## config.mk

```make
export PLATFORM = sky130hd
export DESIGN_NAME = timer16_ctrl
export DESIGN_NICKNAME = d
export VERILOG_FILES = /design/src/verilog/timer16_pkg.sv /design/src/verilog/timer16_ctrl.sv
export SDC_FILE = /design/constraint.sdc
export NUM_CORES = 1
export LEC_CHECK = 0
export ABC_AREA = 1
export BUFFER_PORTS_ARGS = -buffer_cell sky130_fd_sc_hd__buf_2
export CORE_MARGIN = 4
export CORE_UTILIZATION = 50
export DETAILED_ROUTE_END_ITERATION = 6
export GPL_ROUTABILITY_DRIVEN = 0
export PLACE_DENSITY_LB_ADDON = 0.12
export SYNTH_ARGS = -nofsm -noshare
export SYNTH_HDL_FRONTEND = slang
export SYNTH_SLANG_ARGS = --single-unit
```

## constraint.sdc

```tcl
create_clock -name mclk_i -period 1.7 [get_ports mclk_i]
set_input_delay 0.17 -clock mclk_i [delete_from_list [all_inputs] [get_ports mclk_i]]
set_output_delay 0.17 -clock mclk_i [all_outputs]
set_load 0.02 [all_outputs]
```

## src/verilog/timer16_pkg.sv

```systemverilog
// Constants, register layouts and carrier types for the 16-bit timer control block
package timer16_pkg;
	// Register indices on the 4-bit register port
	localparam logic [3:0] ADDR_CTL_TWO = 4'h1;
	localparam logic [3:0] ADDR_CTL_ONE = 4'h2;
	localparam logic [3:0] ADDR_STATUS = 4'h3;
	localparam logic [3:0] ADDR_CAP1_HI = 4'h4;
	localparam logic [3:0] ADDR_CAP1_LO = 4'h5;
	localparam logic [3:0] ADDR_CMP1_HI = 4'h6;
	localparam logic [3:0] ADDR_CMP1_LO = 4'h7;
	localparam logic [3:0] ADDR_CNT_HI = 4'h8;
	localparam logic [3:0] ADDR_CNT_LO = 4'h9;
	localparam logic [3:0] ADDR_ACNT_HI = 4'ha;
	localparam logic [3:0] ADDR_ACNT_LO = 4'hb;
	localparam logic [3:0] ADDR_CAP2_HI = 4'hc;
	localparam logic [3:0] ADDR_CAP2_LO = 4'hd;
	localparam logic [3:0] ADDR_CMP2_HI = 4'he;
	localparam logic [3:0] ADDR_CMP2_LO = 4'hf;
	// Reset and load values
	localparam logic [7:0] RST_CTL = 8'h00;
	localparam logic [15:0] RST_CMP = 16'h8000;
	localparam logic [15:0] CNT_RESET = 16'hfffc;
	localparam logic [15:0] OPM_CAPTURE = 16'hfffd;
	localparam logic [15:0] CNT_TOP = 16'hffff;
	// Clock-select encodings
	localparam logic [1:0] CLK_SEL_DIV4 = 2'b00;
	localparam logic [1:0] CLK_SEL_DIV2 = 2'b01;
	localparam logic [1:0] CLK_SEL_DIV8 = 2'b10;
	localparam logic [1:0] CLK_SEL_EXT = 2'b11;
	// Prescaler terminal counts (ratio minus one)
	localparam logic [2:0] DIV2_LAST = 3'h1;
	localparam logic [2:0] DIV4_LAST = 3'h3;
	localparam logic [2:0] DIV8_LAST = 3'h7;
	// Synchronised pin positions
	localparam int PIN_CAP1 = 0;
	localparam int PIN_CAP2 = 1;
	localparam int PIN_EXT = 2;
	// First control register layout, bit 7 first
	typedef struct packed {
		logic capture_irq_enable;
		logic compare_irq_enable;
		logic overflow_irq_enable;
		logic force_level_two;
		logic force_level_one;
		logic output_level_two;
		logic capture_edge_one;
		logic output_level_one;
	} ctl_one_t;
	// Second control register layout, bit 7 first
	typedef struct packed {
		logic compare_pin_one_enable;
		logic compare_pin_two_enable;
		logic one_pulse_enable;
		logic pwm_enable;
		logic [1:0] clock_select_field;
		logic capture_edge_two;
		logic ext_clock_edge;
	} ctl_two_t;
	// Event flags, in status bit order 7 down to 3
	typedef struct packed {
		logic capture_flag_one;
		logic compare_flag_one;
		logic overflow_flag;
		logic capture_flag_two;
		logic compare_flag_two;
	} flags_t;
	// One register-port request
	typedef struct packed {
		logic [3:0] addr;
		logic [7:0] wdata;
		logic wr;
		logic rd;
	} bus_req_t;
	// Operating mode
	typedef enum logic [1:0] {
		MODE_NORMAL = 2'b00,
		MODE_OPM = 2'b01,
		MODE_PWM = 2'b10
	} mode_t;
endpackage

```

## src/verilog/timer16_ctrl.sv

```systemverilog
// 16-bit timer with capture, compare, one-pulse, PWM and low-power handling
// Summary of operation
// RL1 - Timer keeps running during CPU wait
// RL2 - Halt freezes counter; resumes from held count
// RL3 - Capture edge in halt arms; wake captures
// RL4 - Five events; compares absent in PWM mode
// RL5 - Shared request needs flag, enable, unmasked CPU
// RL6 - Capture enable gates both capture flags
// RL7 - Compare enable gates both compare flags
// RL8 - Overflow enable gates overflow flag
// RL9 - Force two copies level two to pin
// RL10 - Force one copies level one to pin
// RL11 - Compare two match drives level two
// RL12 - Capture one edge polarity select
// RL13 - Compare one match drives level one
// RL14 - Pin one enable gates drive only
// RL15 - Pin two enable gates drive only
// RL16 - One-pulse mode triggered by capture one
// RL17 - PWM: compare one width, compare two period
// RL18 - Clock select: /4, /2, /8, external
// RL19 - Capture two edge polarity select
// RL20 - External clock edge polarity select
// RL21 - PWM wins when both modes set
// RL22 - One-pulse trigger loads fffc, fffd, flag
// RL23 - Flag clears after status read, low access
// RL24 - Control registers reset zero, read/write
//
// Local design decisions: the address map and strobed register access.
`timescale 1ns/1ps
module timer16_ctrl
	import timer16_pkg::*;
(
	input wire logic mclk_i,
	input wire logic sys_rst_i,
	input wire logic clk_en_i,
	input wire bus_req_t bus_req_i,
	output logic [7:0] rdata_o,
	input wire logic halt_i,
	input wire logic global_mask_i,
	input wire logic capture_input_one_i,
	input wire logic capture_input_two_i,
	input wire logic external_clock_input_i,
	output logic compare_output_one_o,
	output logic compare_output_one_oe_o,
	output logic compare_output_two_o,
	output logic compare_output_two_oe_o,
	output logic irq_o
);
	// Registered state
	ctl_one_t ctl_one_q; // First control register
	ctl_two_t ctl_two_q; // Second control register
	flags_t flags_q; // Event flags
	flags_t clr_armed_q; // Flags seen by a status read
	logic [15:0] cnt_q; // Free-running counter
	logic [15:0] cmp1_q; // Compare value one
	logic [15:0] cmp2_q; // Compare value two
	logic [15:0] cap1_q; // Capture value one
	logic [15:0] cap2_q; // Capture value two
	logic [1:0] cmp_hold_q; // Compare inhibited between high and low writes
	logic [2:0] div_q; // Prescaler
	logic [2:0] pin_m1_q, pin_m2_q, pin_m3_q; // Pin synchronisers
	logic [2:0] pin_s_q; // Filtered pin levels
	logic [2:0] pin_p_q; // Filtered levels one cycle back
	logic [1:0] halt_arm_q; // Capture edges seen during halt
	logic halt_q; // Halt input one cycle back
	logic out1_q, out2_q, oe1_q, oe2_q, irq_q;
	logic [7:0] rdata_q;
	// Combinational terms
	mode_t mode;
	logic run, tick, cap1_ev, cap2_ev, opm_trig, hit1, hit2, ovf, halt_exit, irq_pend;
	logic wr_cnt, clr_acc_ic1, clr_acc_oc1, clr_acc_cnt, clr_acc_ic2, clr_acc_oc2;
	logic [2:0] pin_s_d;
	flags_t set_f, clr_f;

	// Edge of a filtered level with selectable polarity
	function automatic logic edge_hit(input logic prev, input logic cur, input logic rising);
		edge_hit = rising ? (cur & ~prev) : (prev & ~cur);
	endfunction

	// Access of either kind to one register index
	function automatic logic touch(input bus_req_t r, input logic [3:0] a);
		touch = (r.wr | r.rd) & (r.addr == a);
	endfunction

	// PWM takes precedence so the two modes never fight over pin one
	always_comb begin
		if (ctl_two_q.pwm_enable) begin
			mode = MODE_PWM; // RL21
		end else if (ctl_two_q.one_pulse_enable) begin
			mode = MODE_OPM;
		end else begin
			mode = MODE_NORMAL;
		end
	end

	// Three-stage pin synchronisers; a level counts once stages two and three agree
	always_ff @(posedge mclk_i) begin
		if (sys_rst_i) begin
			pin_m1_q <= 3'h0;
			pin_m2_q <= 3'h0;
			pin_m3_q <= 3'h0;
			pin_s_q <= 3'h0;
			pin_p_q <= 3'h0;
		end else if (clk_en_i) begin
			pin_m1_q <= {external_clock_input_i, capture_input_two_i, capture_input_one_i};
			pin_m2_q <= pin_m1_q;
			pin_m3_q <= pin_m2_q;
			pin_s_q <= pin_s_d;
			pin_p_q <= pin_s_q;
		end
	end

	// Only bits where stages two and three agree may move
	always_comb begin
		pin_s_d = (pin_m2_q & ~(pin_m2_q ^ pin_m3_q)) | (pin_s_q & (pin_m2_q ^ pin_m3_q));
	end

	// Prescaler terminal count per clock-select code
	function automatic logic [2:0] div_last(input logic [1:0] sel);
		case (sel)
			CLK_SEL_DIV2: div_last = DIV2_LAST;
			CLK_SEL_DIV8: div_last = DIV8_LAST;
			default: div_last = DIV4_LAST;
		endcase
	endfunction

	// Event decode; there is no wait input because wait changes nothing here
	always_comb begin
		run = clk_en_i & ~halt_i; // RL1 RL2
		halt_exit = clk_en_i & halt_q & ~halt_i;
		cap1_ev = edge_hit(pin_p_q[PIN_CAP1], pin_s_q[PIN_CAP1], ctl_one_q.capture_edge_one); // RL12
		cap2_ev = edge_hit(pin_p_q[PIN_CAP2], pin_s_q[PIN_CAP2], ctl_two_q.capture_edge_two); // RL19
		opm_trig = run & cap1_ev & (mode == MODE_OPM); // RL16
		if (ctl_two_q.clock_select_field == CLK_SEL_EXT) begin
			tick = run & edge_hit(pin_p_q[PIN_EXT], pin_s_q[PIN_EXT], ctl_two_q.ext_clock_edge); // RL20
		end else begin
			tick = run & (div_q == div_last(ctl_two_q.clock_select_field)); // RL18
		end
		hit1 = tick & ~cmp_hold_q[0] & (cnt_q == cmp1_q);
		hit2 = tick & ~cmp_hold_q[1] & (cnt_q == cmp2_q);
		ovf = tick & (cnt_q == CNT_TOP);
		wr_cnt = bus_req_i.wr & ((bus_req_i.addr == ADDR_CNT_LO) | (bus_req_i.addr == ADDR_ACNT_LO));
	end

	// Control registers; a new setting acts from the next mclk cycle
	always_ff @(posedge mclk_i) begin
		if (sys_rst_i) begin
			ctl_one_q <= ctl_one_t'(RST_CTL); // RL24
			ctl_two_q <= ctl_two_t'(RST_CTL); // RL24
		end else if (clk_en_i && bus_req_i.wr) begin
			if (bus_req_i.addr == ADDR_CTL_ONE) begin
				ctl_one_q <= ctl_one_t'(bus_req_i.wdata);
			end
			if (bus_req_i.addr == ADDR_CTL_TWO) begin
				ctl_two_q <= ctl_two_t'(bus_req_i.wdata);
			end
		end
	end

	// Compare values; high write inhibits compare until the low byte lands
	always_ff @(posedge mclk_i) begin
		if (sys_rst_i) begin
			cmp1_q <= RST_CMP;
			cmp2_q <= RST_CMP;
			cmp_hold_q <= 2'h0;
		end else if (clk_en_i && bus_req_i.wr) begin
			case (bus_req_i.addr)
				ADDR_CMP1_HI: begin
					cmp1_q[15:8] <= bus_req_i.wdata;
					cmp_hold_q[0] <= 1'b1;
				end
				ADDR_CMP1_LO: begin
					cmp1_q[7:0] <= bus_req_i.wdata;
					cmp_hold_q[0] <= 1'b0;
				end
				ADDR_CMP2_HI: begin
					cmp2_q[15:8] <= bus_req_i.wdata;
					cmp_hold_q[1] <= 1'b1;
				end
				ADDR_CMP2_LO: begin
					cmp2_q[7:0] <= bus_req_i.wdata;
					cmp_hold_q[1] <= 1'b0;
				end
				default: begin
				end
			endcase
		end
	end

	// Prescaler stops in halt along with everything it feeds
	always_ff @(posedge mclk_i) begin
		if (sys_rst_i) begin
			div_q <= 3'h0;
		end else if (run) begin
			div_q <= (div_q >= div_last(ctl_two_q.clock_select_field)) ? 3'h0 : div_q + 3'h1;
		end
	end

	// Counter: software write, one-pulse trigger and PWM period reload all restart at the reset value
	always_ff @(posedge mclk_i) begin
		if (sys_rst_i) begin
			cnt_q <= CNT_RESET;
		end else if (clk_en_i) begin
			if (wr_cnt || opm_trig) begin
				cnt_q <= CNT_RESET; // RL22
			end else if (hit2 && mode == MODE_PWM) begin
				cnt_q <= CNT_RESET; // RL17
			end else if (tick) begin
				cnt_q <= cnt_q + 16'h0001; // RL2
			end
		end
	end

	// Halt tracking; edges during halt are remembered and captured on wake
	always_ff @(posedge mclk_i) begin
		if (sys_rst_i) begin
			halt_q <= 1'b0;
			halt_arm_q <= 2'h0;
		end else if (clk_en_i) begin
			halt_q <= halt_i;
			if (halt_exit) begin
				halt_arm_q <= 2'h0;
			end else if (halt_i) begin
				halt_arm_q <= halt_arm_q | {cap2_ev, cap1_ev & (mode == MODE_NORMAL)}; // RL3
			end
		end
	end

	// Capture registers
	always_ff @(posedge mclk_i) begin
		if (sys_rst_i) begin
			cap1_q <= 16'h0000;
			cap2_q <= 16'h0000;
		end else if (clk_en_i) begin
			if (opm_trig) begin
				cap1_q <= OPM_CAPTURE; // RL22
			end else if ((run && cap1_ev && mode == MODE_NORMAL) || (halt_exit && halt_arm_q[0])) begin
				cap1_q <= cnt_q; // RL3
			end
			if ((run && cap2_ev) || (halt_exit && halt_arm_q[1])) begin
				cap2_q <= cnt_q; // RL3
			end
		end
	end

	// Flag set and clear terms; compare flags stay quiet in PWM, compare one also in one-pulse
	always_comb begin
		set_f.capture_flag_one = (run & cap1_ev & (mode != MODE_PWM)) | (halt_exit & halt_arm_q[0])
			| (hit2 & (mode == MODE_PWM)); // RL4
		set_f.capture_flag_two = (run & cap2_ev) | (halt_exit & halt_arm_q[1]);
		set_f.compare_flag_one = hit1 & (mode == MODE_NORMAL); // RL4
		set_f.compare_flag_two = hit2 & (mode != MODE_PWM); // RL4
		set_f.overflow_flag = ovf & ~(mode == MODE_PWM & hit2);
		clr_acc_ic1 = touch(bus_req_i, ADDR_CAP1_LO);
		clr_acc_oc1 = touch(bus_req_i, ADDR_CMP1_LO);
		clr_acc_cnt = touch(bus_req_i, ADDR_CNT_LO);
		clr_acc_ic2 = touch(bus_req_i, ADDR_CAP2_LO);
		clr_acc_oc2 = touch(bus_req_i, ADDR_CMP2_LO);
		clr_f = clr_armed_q & {clr_acc_ic1, clr_acc_oc1, clr_acc_cnt, clr_acc_ic2, clr_acc_oc2}; // RL23
	end

	// Flags: a set in the same cycle as a clear wins
	always_ff @(posedge mclk_i) begin
		if (sys_rst_i) begin
			flags_q <= flags_t'(5'h00);
			clr_armed_q <= flags_t'(5'h00);
		end else if (clk_en_i) begin
			flags_q <= (flags_q & ~clr_f) | set_f; // RL23
			if (bus_req_i.rd && bus_req_i.addr == ADDR_STATUS) begin
				clr_armed_q <= flags_q; // RL23
			end else begin
				clr_armed_q <= clr_armed_q & ~clr_f;
			end
		end
	end

	// Compare pins; forcing only acts in normal mode, enables gate just the pin drive
	always_ff @(posedge mclk_i) begin
		if (sys_rst_i) begin
			out1_q <= 1'b0;
			out2_q <= 1'b0;
			oe1_q <= 1'b0;
			oe2_q <= 1'b0;
		end else if (clk_en_i) begin
			oe1_q <= ctl_two_q.compare_pin_one_enable; // RL14
			oe2_q <= ctl_two_q.compare_pin_two_enable; // RL15
			case (mode)
				MODE_OPM: begin
					if (opm_trig) begin
						out1_q <= ctl_one_q.output_level_two; // RL22
					end else if (hit1) begin
						out1_q <= ctl_one_q.output_level_one; // RL16
					end
				end
				MODE_PWM: begin
					if (hit2) begin
						out1_q <= ctl_one_q.output_level_two; // RL11
					end else if (hit1) begin
						out1_q <= ctl_one_q.output_level_one; // RL17
					end
				end
				default: begin
					if (ctl_one_q.force_level_one || hit1) begin
						out1_q <= ctl_one_q.output_level_one; // RL10 RL13
					end
					if (ctl_one_q.force_level_two || hit2) begin
						out2_q <= ctl_one_q.output_level_two; // RL9 RL11
					end
				end
			endcase
		end
	end

	// Shared request; no flag sets during halt so it cannot end a halt
	always_comb begin
		irq_pend = (ctl_one_q.capture_irq_enable & (flags_q.capture_flag_one | flags_q.capture_flag_two)) // RL6
			| (ctl_one_q.compare_irq_enable & (flags_q.compare_flag_one | flags_q.compare_flag_two)) // RL7
			| (ctl_one_q.overflow_irq_enable & flags_q.overflow_flag); // RL8
	end

	always_ff @(posedge mclk_i) begin
		if (sys_rst_i) begin
			irq_q <= 1'b0;
		end else if (clk_en_i) begin
			irq_q <= irq_pend & ~global_mask_i; // RL5 RL1
		end
	end

	// Read data one cycle after the strobe; unmapped index reads zero
	always_ff @(posedge mclk_i) begin
		if (sys_rst_i) begin
			rdata_q <= 8'h00;
		end else if (clk_en_i && bus_req_i.rd) begin
			case (bus_req_i.addr)
				ADDR_CTL_ONE: rdata_q <= ctl_one_q; // RL24
				ADDR_CTL_TWO: rdata_q <= ctl_two_q;
				ADDR_STATUS: rdata_q <= {flags_q, 3'h0};
				ADDR_CAP1_HI: rdata_q <= cap1_q[15:8];
				ADDR_CAP1_LO: rdata_q <= cap1_q[7:0];
				ADDR_CMP1_HI: rdata_q <= cmp1_q[15:8];
				ADDR_CMP1_LO: rdata_q <= cmp1_q[7:0];
				ADDR_CNT_HI, ADDR_ACNT_HI: rdata_q <= cnt_q[15:8];
				ADDR_CNT_LO, ADDR_ACNT_LO: rdata_q <= cnt_q[7:0];
				ADDR_CAP2_HI: rdata_q <= cap2_q[15:8];
				ADDR_CAP2_LO: rdata_q <= cap2_q[7:0];
				ADDR_CMP2_HI: rdata_q <= cmp2_q[15:8];
				ADDR_CMP2_LO: rdata_q <= cmp2_q[7:0];
				default: rdata_q <= 8'h00;
			endcase
		end
	end

	assign rdata_o = rdata_q;
	assign compare_output_one_o = out1_q;
	assign compare_output_one_oe_o = oe1_q;
	assign compare_output_two_o = out2_q;
	assign compare_output_two_oe_o = oe2_q;
	assign irq_o = irq_q;
endmodule

```

After elaboration in Yosys (flattened, before gate mapping). Index checks and enable logic that the tools add are counted.

Flip-flop bits (word level): 142. Output and inout port bits: 13. Word-level logic and storage cells: 210.

Add/subtract/negate cells: 2. Magnitude comparators: 1. Equality and inequality tests: 25. Mux-type cells: 27. Bitwise gates (word level): 69. Reductions and logical operators: 38.

Operator list (number): 8-bit case mux with 13 select lines (1); 16-bit two-way mux (5); 1-bit bitwise AND (37); 16-bit equality test (2); 4-bit equality test, second input constant (8); 2-bit AND reduction (13); 16-bit by 1-bit adder with 16-bit output, second input constant (1); 16-bit equality test, second input constant (1); 4-bit by 3-bit equality test with 1-bit output, second input constant (4); 5-bit bitwise AND (3); 3-bit two-way mux (4); 1-bit NOT (12); 1-bit logical AND (9); 1-bit two-way mux (9); 1-bit OR (9); 4-bit by 2-bit equality test with 1-bit output, second input constant (2); 2-bit nonzero test (4); 3-bit bitwise AND (2); 2-bit equality test, second input constant (3); 2-bit two-way mux (3); 1-bit case mux with 2 select lines (3); 3-bit case mux with 2 select lines (1); 3-bit nonzero test (2); 2-bit OR reduction (3); other kinds (16) (21).

Longest topological paths before layout. Gate-level depths: netlist (run 1).

Word-level depth: 12. Mapped depth: 15. Gate-level depth less buffers: 14.

Worst setup path before layout (run 1). OpenSTA, ideal clock, no wires.

Path type: register to register. Start point: register ctl_two_q[2] in the netlist's numbering. End point: register cnt_q[8]. Data arrival time: 1618 ps. Data required time: 1581 ps. Path slack: -37 ps. Stages on the path, launching flop included: 12. Path buffers: 1. Clock period less this slack: 1737 ps. Cell sequence: dfxtp_1 > inv_1 > nand2_1 > ha_1 > nand3_1 > a21oi_1 > nand2_1 > o211ai_2 > nand2_2 > buf_2 > a21oi_1 > nand2_1.

Word-level cells in the longest chain between the ends: 11. Elaborated cells on any way between the ends: 15.

Ends and longest elaborated chain: start, declared (line timer16_ctrl.sv:51) `ctl_two_t ctl_two_q;`; start signal, assigned (line timer16_ctrl.sv:149) `ctl_two_q <= ctl_two_t'(RST_CTL);`; start signal, assigned (line timer16_ctrl.sv:155) `ctl_two_q <= ctl_two_t'(bus_req_i.wdata);`; 2-bit equality test or 2-bit by 1-bit equality test with 1-bit output (tied branches) (line timer16_ctrl.sv:120) `case (sel)`; 3-bit case mux with 2 select lines (line timer16_ctrl.sv:120); 3-bit two-way mux (line timer16_ctrl.sv:134) `if (ctl_two_q.clock_select_field == CLK_SEL_EXT) begin`; 3-bit equality test (line timer16_ctrl.sv:137) `tick = run & (div_q == div_last(ctl_two_q.clock_select_field));`; 1-bit bitwise AND (line timer16_ctrl.sv:137); 1-bit two-way mux * (line timer16_ctrl.sv:134); 1-bit bitwise AND (2 in a row) (line timer16_ctrl.sv:140) `hit2 = tick & ~cmp_hold_q[1] & (cnt_q == cmp2_q);`; 1-bit logical AND (line timer16_ctrl.sv:206) `end else if (hit2 && mode == MODE_PWM) begin`; 3-bit nonzero test (no source line) or 16-bit two-way mux (tied branches); 2-bit AND reduction (no source line) or 16-bit two-way mux (tied branches); end signal, assigned (line timer16_ctrl.sv:209) `cnt_q <= cnt_q + 16'h0001;`; end, declared (line timer16_ctrl.sv:54) `logic [15:0] cnt_q;`.

Mark *: on every way between the ends. The rest lies on a longest branch, timed or not. The select of a mux whose other input is x is not followed. A chain may end at the register's enable or synchronous reset.

Worst setup path in the final report (run 1).
Start point: register ctl_two_q[2] in the netlist's numbering. End point: register cnt_q[14].

Same word-level chain as after synthesis.

==> impl_metrics.tcl, run 1 <==
set metrics [dict create \
    start_util_pct 51.9 \
    dpl.hpwl_mm 17.6 \
    critPathMaxFanout 7 \
    synth_simple_gate_area_share_pct 24.2 \
    htree_levels 4 \
    rsz0062_at_grt "true" \
    ant_nets 0 \
    arrival_ps 2300 \
    clock_latency_ps 420 \
    violations "setup timing" \
    synth_common_cells "nand2_1 (231), dfxtp_1 (142), o21ai_0 (122)" \
    syn_to_final_growth_pct 28.8 \
    wl_per_cell_um 17.8 \
    finalHoldViolations 0 \
    netlist_top_cells_area "dfxtp_1 (41%), nand2_1 (12%), o21ai_0 (8.7%), a21oi_1 (8.3%), inv_1 (6.1%)" \
    grt_max_degree 54 \
    ys_warn_count 0 \
    max_clock_freq_mhz 503 \
    min_path_type "in2reg" \
    synth_top_area_cell "dfxtp_1" \
    syn_nets 1059 \
    synth_xor_area_share_pct 1.63 \
    worst_slack_ps -287 \
    worst_slew_pin_slew_ps 546 \
    cp-start-kind "flop" \
    drt_iter0_drc 1158 \
    antenna_cells 0 \
    ys_seq_elements 142 \
    antenna_found_initial 0 \
    die_y_um 126 \
    clockBufferDepth 2 \
    critPathKind "reg2reg" \
    overflow 0 \
    synth_top_family_by_area "simple AND/OR/NAND/NOR gates" \
    fill_cells 1242 \
    yosysSeqAreaShare_pct 40.7 \
    grt_pass1_wl_mm 37.4 \
    rows 42 \
    instances_no_fill 1350 \
    grt_pass1_vias 6974 \
    die_w_um 126 \
    cts_made_buffers 17 \
    vias 7625 \
    cp.required_ps 2010 \
    fin_crit_ps 1990 \
    setup_viol 22 \
    max_slew_margin_pct 63.6 \
    drc 0 \
    syn_inst 1033 \
    root_buffer "clkbuf_16" \
    fin_skew_ps 6.02 \
    placed_cells 1309 \
    avgSynthCellArea_um2 6.76 \
    finalWirelength_mm 24.1 \
    synth_mux_area_share_pct 0 \
    synth_compound_area_share_pct 23.3 \
    drive_gt1_share_pct 19.8 \
    clk_pin_slew_ps 60 \
    drv_cap 0 \
    clkSinkCount 142 \
    syn_area_um2 6980 \
    ys_types 39 \
    synth_edf_count 0 \
    peakVddDrop_mv 0.617 \
    run_status "finished, violations left" \
    leakage_nw 3.80 \
    endpoint_kind "flop" \
    core_area_um2 13500 \
    final_nets 1189 \
    die_area_um2 15900 \
    num_io_pins 35 \
    grt_usage_pct 30.1 \
    synth_top_area_share_pct 40.7 \
    synth-adder-area-share_pct 0.717 \
    fin_crit_sh_pct 117 \
    io_buffers 34 \
    cts_tree "yes" \
    ys_dominant_reg_cell "dfxtp_1" \
    maxSlewViolCount 0 \
    hold_ws_ps 101 \
    drt_pass1_iterations 6 \
    power_density_nw_per_um2 912 \
    synth_most_common_cell "nand2_1" \
    postSynth.asyncResetShare_pct 0 \
    viasPerCell 5.65 \
]
## critical path, stage by stage, from the launching register on
cell	delay, ps
dfxtp_2	330
inv_2	80
nand2_2	70
ha_4	280
nand3_4	70
a21oi_2	170
nand2_2	90
buf_4	150
o211ai_2	90
nand2_4	160
buf_12	180
a21oi_2	130
nand2_1	80
## worst paths after layout
| kind | from | to | slack, ps | cells past startpoint |
|---|---|---|---|---|
| max | ctl_two_q[2]$_SDFFE_PP0P_ | cnt_q[14]$_SDFFE_PP1P_ | -290 | 12 |
| max reg2reg | ctl_two_q[2]$_SDFFE_PP0P_ | cnt_q[14]$_SDFFE_PP1P_ | -290 | 12 |
| min reg2reg | cap2_q[15]$_SDFFE_PP0P_ | cap2_q[15]$_SDFFE_PP0P_ | 450 | 2 |
| min | bus_req_i[4] | cmp2_q[2]$_SDFFE_PP0P_ | 100 | 3 |
## metrics by stage
step	cell area [µm²]	util (%)	setup TNS (ps)	setup slack, ps	total power, W
floorplan	6990	-	0	0.559	0.00387
global placement	8110	60.3	-3100	-176	0.00414
detailed placement	8110	60.3	-4540	-250	0.00414
CTS	8850	65.8	-3150	-187	0.00818
global route	9000	66.9	-7120	-379	0.00842
finish	9000	66.9	-5010	-287	0.00820
## repair_timing
action / 4_1_cts / 5_1_grt
setup endpoints to repair: 22 / 22
buffers inserted: 1 / 5
cloned: 1 / 0
resized for setup: 16 / 33
endpoints found under the hold margin: 4 / 0
pin swaps: 11 / 16
hold buffers: 4 / 0
## placed cells by master, fill, tap and decap left out, types with 12 or more instances in the layout
cell type,n
o22ai_1,26
dfxtp_1,139
a21oi_1,110
buf_2,34
buf_4,104
nand2_1,225
inv_1,112
xor2_1,12
clkbuf_16,17
nand3_1,44
nor2_1,92
a31oi_1,16
o21ai_0,111
## flip-flops by register name, summed over array words and instances (netlist names), 5 cells and up, named ones only
| register | count |
|---|---|
| rdata_o | 8 |
| cmp2_q | 16 |
| flags_q | 5 |
| ctl_two_q | 8 |
| cnt_q | 16 |
| ctl_one_q | 8 |
| cap2_q | 16 |
| cap1_q | 16 |
| clr_armed_q | 5 |
| cmp1_q | 16 |
## power by group
| part | internal, W | switching [W] | total [W] |
|---|---|---|---|
| clock network | 0.00263 | 0.00145 | 0.00408 |
| registers | 0.00341 | 0.0000540 | 0.00347 |
| logic | 0.000235 | 0.000424 | 0.000660 |
| total | 0.00628 | 0.00192 | 0.00820 |
## cells by family after synthesis
kind of cell	Yosys count
AND/OR/NAND/NOR	403
AO/OA/AOI/OAI	304
buffers and inverters	167
flip-flops	142
XOR/XNOR	13
adder cells (fa/ha/maj)	4
## cell type report
type | instances | area (µm²) | area share (%)
Clock buffer | 20 | 447 | 4.97
Clock inverter | 10 | 188 | 2.09
Inverter | 123 | 474 | 5.27
Multi-Input combinational cell | 725 | 3620 | 40.3
Sequential cell | 142 | 2850 | 31.6
Tap cell | 176 | 220 | 2.45
Timing Repair Buffer | 154 | 1200 | 13.3
## layer usage
metal	routed length (µm)	vias up	GRT usage (%)
met1	10300	3474	41.1
li1	-	3687	-
met2	10400	384	45.0
met3	2500	80	8.30
met4	893	0	12.1
met5	0	-	0
No activity file was read; power rests on OpenSTA's default activity.
==> run 2, diff against run 1 <==
--- a/config.mk
+++ b/config.mk
@@ -12,6 +12,7 @@
 export DETAILED_ROUTE_END_ITERATION = 6
 export GPL_ROUTABILITY_DRIVEN = 0
 export PLACE_DENSITY_LB_ADDON = 0.12
+export SETUP_SLACK_MARGIN = 0.05
 export SYNTH_ARGS = -nofsm -noshare
 export SYNTH_HDL_FRONTEND = slang
 export SYNTH_SLANG_ARGS = --single-unit
==> run 2 against run 1 <==
  * The flow still finishes with violations (setup timing)
  * Die area unchanged
  * Total power rose by 3.6%
  * Register-to-register slack got worse by 20 ps
  * Worst setup slack got worse by 17 ps
  * Non-clock buffer count rose by 7
  * Critical path type unchanged
==> impl_metrics.tcl, run 2 (same netlist as run 1, synthesis figures left out) <==
set metrics [dict create \
    run_status "finished, violations left" \
    violations "setup timing" \
    critPathKind "reg2reg" \
    max_slew_margin_pct 66.2 \
    die_y_um 126 \
    core_area_um2 13500 \
    crit_chain "inv_2 -> nand2_2 -> ha_4 -> nand3_4 -> a21oi_4 -> nand2_4 -> buf_6 -> nor2_4 -> nand3_4 -> nand2_1 -> nand2_1 -> nand2_1 -> nor2_1 -> nor2_1" \
    grt_pass1_vias 6962 \
    clkSinkCount 142 \
    finalHoldViolations 0 \
    worst_slack_ps -304 \
    use_met2_pct 45.1 \
    wl_per_cell_um 17.8 \
    slowest_stage "dfxtp_2" \
    grt_util_met1_pct 42.7 \
    cp-start-kind "flop" \
    num_io_pins 35 \
    grt_pass1_wl_mm 37.3 \
    antenna_found_initial 0 \
    start_util_pct 51.9 \
    final_cell_mix "nand2_1 (225), dfxtp_1 (138), o21ai_0 (113)" \
    peakVddDrop_mv 0.647 \
    antenna_cells 0 \
    drt_iter0_drc 865 \
    drt_pass1_iterations 5 \
    ant_nets 0 \
    grt_usage_pct 30.1 \
    vias 7540 \
    die_area_um2 15900 \
    fin_crit_sh_pct 118 \
    fin_skew_ps 7.75 \
    htree_levels 4 \
    maxSlewViolCount 0 \
    grt_max_degree 45 \
    root_buffer "clkbuf_16" \
    clockBufferDepth 2 \
    arrival_ps 2380 \
    rows 42 \
    fin_crit_ps 2000 \
    endpoint_kind "flop" \
    grt.busiest_layer "met2" \
    critPathMaxFanout 8 \
    io_buffers 34 \
    cp_top_family "simple AND/OR/NAND/NOR gates" \
    setup_viol 25 \
    ff_latch_area_um2 2850 \
    clk_pin_slew_ps 60 \
    drc 0 \
    finalPower_w 0.00850 \
    multiInputGateArea_um2 3660 \
    cts_made_buffers 17 \
    power_density_nw_per_um2 932 \
    place_ws_ps -172 \
    final_nets 1196 \
    min_path_type "in2reg" \
    drive_gt1_share_pct 20.8 \
    max_clock_freq_mhz 499 \
    overflow 0 \
    cpMostUsedCell "nand2_1" \
    syn_to_final_growth_pct 30.6 \
    rsz0062_at_grt "true" \
    cp.required_ps 2070 \
    clock_latency_ps 430 \
    finalWirelength_mm 24.1 \
    fill_cells 1188 \
    final_common_cell "nand2_1" \
    worst_slew_pin_slew_ps 508 \
    viasPerCell 5.56 \
    cts_tree "yes" \
    critical_path.max_stage_delay_ps 330 \
    dpl.hpwl_mm 17.3 \
    drv_cap 0 \
    leakage_nw 3.86 \
    worst-path-buf-inv 2 \
    use_met3_pct 6.56 \
    die_w_um 126 \
]
==> run 2: final timing paths <==
| check | start | cells after the start | slack, ps | end |
|---|---|---|---|---|
| worst max-delay path | ctl_two_q[2]$_SDFFE_PP0P_ | 14 | -300 | compare_output_one_o$_SDFFE_PP0P_ |
| worst min-delay path | global_mask_i | 3 | 30 | irq_o$_SDFFE_PP0P_ |
| worst max register to register | ctl_two_q[2]$_SDFFE_PP0P_ | 14 | -300 | compare_output_one_o$_SDFFE_PP0P_ |
| worst min register to register | cap2_q[6]$_SDFFE_PP0P_ | 2 | 450 | cap2_q[6]$_SDFFE_PP0P_ |
==> run 2: cell type report <==
type | instances | area share, %
clock buffers | 19 | 4.86
well taps | 176 | 2.41
flip-flops and latches | 142 | 31.2
clock inverters | 11 | 2.62
repair buffers | 161 | 13.6
inverters | 123 | 5.12
multi-input cells | 725 | 40.2
==> run 2: where the power goes <==
part,total (W),leakage [nW],switching [W],internal (W)
Combinational,0.000669,2.39,0.000429,0.000240
Sequential,0.00346,1.15,0.0000521,0.00341
Clock,0.00436,0.325,0.00145,0.00292
==> run 2: repair_timing <==
item | CTS | global route
buffers inserted | 7 | 6
cloned | 0 | 2
pin swaps | 8 | 24
endpoints found under the setup margin | 22 | 44
gates resized for setup | 19 | 29
hold endpoints to repair | 3 | 0
hold buffers | 3 | 0
==> run 2: worst min-delay path, delay by kind of cell <==
kind	cells	cell delay [ps]
buffers and inverters	1	90
AO/OA/AOI/OAI	2	160
==> run 2: layer usage <==
metal	vias up	wire length, µm
li1	3701	-
met1	3422	10500
met2	370	10500
met3	47	2400
met4	0	697
met5	-	0
==> run 2: metrics by stage <==
| stage | util [%] | instances | TNS (ps) | cell area [µm²] | hold slack (ps) |
|---|---|---|---|---|---|
| 6_report | 67.8 | 1357 | -5710 | 9120 | 31.0 |
| 2_1_floorplan | - | 1033 | 0 | 7020 | 296 |
| 3_3_place_gp | 60.2 | 1310 | -1880 | 8110 | 394 |
| 3_5_place_dp | 60.2 | 1310 | -2960 | 8110 | 401 |
| 4_1_cts | 66.3 | 1350 | -1960 | 8920 | 14.2 |
| 5_1_grt | 67.8 | 1357 | -8260 | 9120 | 19.3 |
==> run 3, diff against run 2 <==
--- a/config.mk
+++ b/config.mk
@@ -8,9 +8,10 @@
 export ABC_AREA = 1
 export BUFFER_PORTS_ARGS = -buffer_cell sky130_fd_sc_hd__buf_2
 export CORE_MARGIN = 4
-export CORE_UTILIZATION = 50
+export CORE_UTILIZATION = 55
 export DETAILED_ROUTE_END_ITERATION = 6
 export GPL_ROUTABILITY_DRIVEN = 0
+export HOLD_SLACK_MARGIN = 0.1
 export PLACE_DENSITY_LB_ADDON = 0.12
 export SETUP_SLACK_MARGIN = 0.05
 export SYNTH_ARGS = -nofsm -noshare
==> run 3 against run 2 <==
  * The run still ends with setup timing left
  * Sequential power about the same
  * Combinational power decreased by 3%
  * Worst setup slack improved by 130 ps
  * Critical path depth decreased by 3
  * Via count increased by 2.2%
  * Critical path type unchanged
  * Largest cell class unchanged
==> impl_metrics.tcl, run 3 (same netlist as run 1, synthesis figures left out) <==
set metrics [dict create \
    syn_to_final_growth_pct 27.5 \
    power_density_nw_per_um2 909 \
    violations "setup timing" \
    fin_crit_ps 1870 \
    critPathKind "reg2reg" \
    critPathMaxFanout 8 \
    antenna_cells 0 \
    start_util_pct 57.2 \
    finalHoldViolations 0 \
    use_met2_pct 50.0 \
    maxSlewViolCount 0 \
    dpl.hpwl_mm 16.8 \
    grt_pass1_vias 7103 \
    setup_viol 22 \
    final_nets 1183 \
    cp.required_ps 2050 \
    clockBufferDepth 2 \
    worst_slack_ps -175 \
    die_area_um2 14600 \
    cp-start-kind "flop" \
    drv_cap 0 \
    clk_pin_slew_ps 60 \
    overflow 0 \
    endpoint_kind "flop" \
    root_buffer "clkbuf_16" \
    rows 40 \
    htree_levels 4 \
    min_path_type "in2reg" \
    drt_pass1_iterations 7 \
    grt.busiest_layer "met2" \
    leakage_nw 3.76 \
    antenna_found_initial 0 \
    drive_gt1_share_pct 19.3 \
    num_io_pins 35 \
    run_status "finished, violations left" \
    arrival_ps 2220 \
    grt_util_met1_pct 43.9 \
    drt_iter0_drc 1212 \
    die_w_um 121 \
    fin_skew_ps 7.72 \
    vias 7703 \
    die_y_um 121 \
    viasPerCell 5.76 \
    grt_usage_pct 32.9 \
    core_area_um2 12200 \
    io_buffers 34 \
    drc 0 \
    max_slew_margin_pct 66.7 \
    clock_latency_ps 430 \
    worst_slew_pin_slew_ps 500 \
    cts_tree "yes" \
    peakVddDrop_mv 0.627 \
    final_common_cell "nand2_1" \
    finalPower_w 0.00809 \
    rsz0062_at_grt "true" \
    grt_pass1_wl_mm 36.9 \
    fin_util_pct 72.9 \
    use_met3_pct 9.45 \
    max_clock_freq_mhz 533 \
    ant_nets 0 \
    fin_crit_sh_pct 110 \
    grt_max_degree 104 \
    cts_made_buffers 17 \
    finalWirelength_mm 24.4 \
    clkSinkCount 142 \
    wl_per_cell_um 18.2 \
    final_cell_mix "nand2_1 (227), dfxtp_1 (139), o21ai_0 (116), a21oi_1 (113), inv_1 (111)" \
]
run 3: changes by cell type in the layout (fill, tap and decap cells not counted), moves of 2 or more:
cell / previous run / this run
inv_6: 1 / 5
dlygate4sd3_1: 3 / 5
nor2_1: 90 / 92
nand3_4: 3 / 1
buf_6: 5 / 1
clkbuf_16: 18 / 20
o21ai_1: 10 / 7
buf_4: 112 / 100
clkinv_4: 1 / 4
nand2_4: 4 / 2
nand2_1: 225 / 227
bufinv_16: 7 / 3
o21ai_0: 113 / 116
run 3: worst max-delay path: stages (launching register included):
cell,delay [ps]
dfxtp_2,320
inv_2,60
nor2_1,40
ha_1,280
nand3_2,90
a21oi_2,140
nand2_2,100
buf_12,140
nor2_4,100
nand3_4,190
buf_4,210
a21oi_1,120
run 3: report_power, final:
part | total, W | switching [W] | internal (W)
logic | 0.000650 | 0.000423 | 0.000227
clock network | 0.00398 | 0.00155 | 0.00242
registers | 0.00346 | 0.0000509 | 0.00341
total | 0.00809 | 0.00203 | 0.00606
run 3: final timing paths:
kind | startpoint | to | slack (ps) | depth (start not counted)
worst max-delay path | ctl_two_q[2]$_SDFFE_PP0P_ | flags_q[4]$_SDFFE_PP0P_ | -170 | 11
worst min-delay path | bus_req_i[2] | cmp1_q[8]$_SDFFE_PP0P_ | 120 | 3
worst max register to register | ctl_two_q[2]$_SDFFE_PP0P_ | flags_q[4]$_SDFFE_PP0P_ | -170 | 11
worst min register to register | cap2_q[14]$_SDFFE_PP0P_ | cap2_q[14]$_SDFFE_PP0P_ | 460 | 2
run 3: layout make-up:
class                           instances  area [µm²]
Tap cell                              168         210
Timing Repair Buffer                  148        1160
Fill cell                            1045        3310
Clock buffer                           19         453
Multi-Input combinational cell        725        3590
Sequential cell                       142        2850
Inverter                              123         467
Clock inverter                         13         179
run 3: stage by stage:
stage | cell area, µm² | worst slack [ps] | hold slack, ps | instances | setup TNS, ps
2_1_floorplan | 7020 | 54.5 | 296 | 1033 | 0
3_3_place_gp | 8040 | -129 | 393 | 1294 | -1970
3_5_place_dp | 8040 | -194 | 400 | 1294 | -2970
4_1_cts | 8760 | -177 | 109 | 1334 | -3040
5_1_grt | 8900 | -329 | 122 | 1338 | -5810
6_report | 8900 | -175 | 115 | 1338 | -3120
run 3: metal layers:
layer / wire [µm] / share of wire (%) / up-vias
met2: 10500 / 43 / 484
met3: 3150 / 13 / 88
li1: - / - / 3672
met5: 0 / 0 / -
met1: 9750 / 40 / 3459
met4: 993 / 4.1 / 0
run 3: timing repair:
| action | CTS | global route |
|---|---|---|
| hold buffers | 5 | 0 |
| hold endpoints to repair | 5 | 0 |
| pin swaps | 3 | 11 |
| gates cloned | 1 | 3 |
| endpoints found under the setup margin | 22 | 38 |
| gates resized for setup | 11 | 16 |
| setup buffers | 2 | 1 |
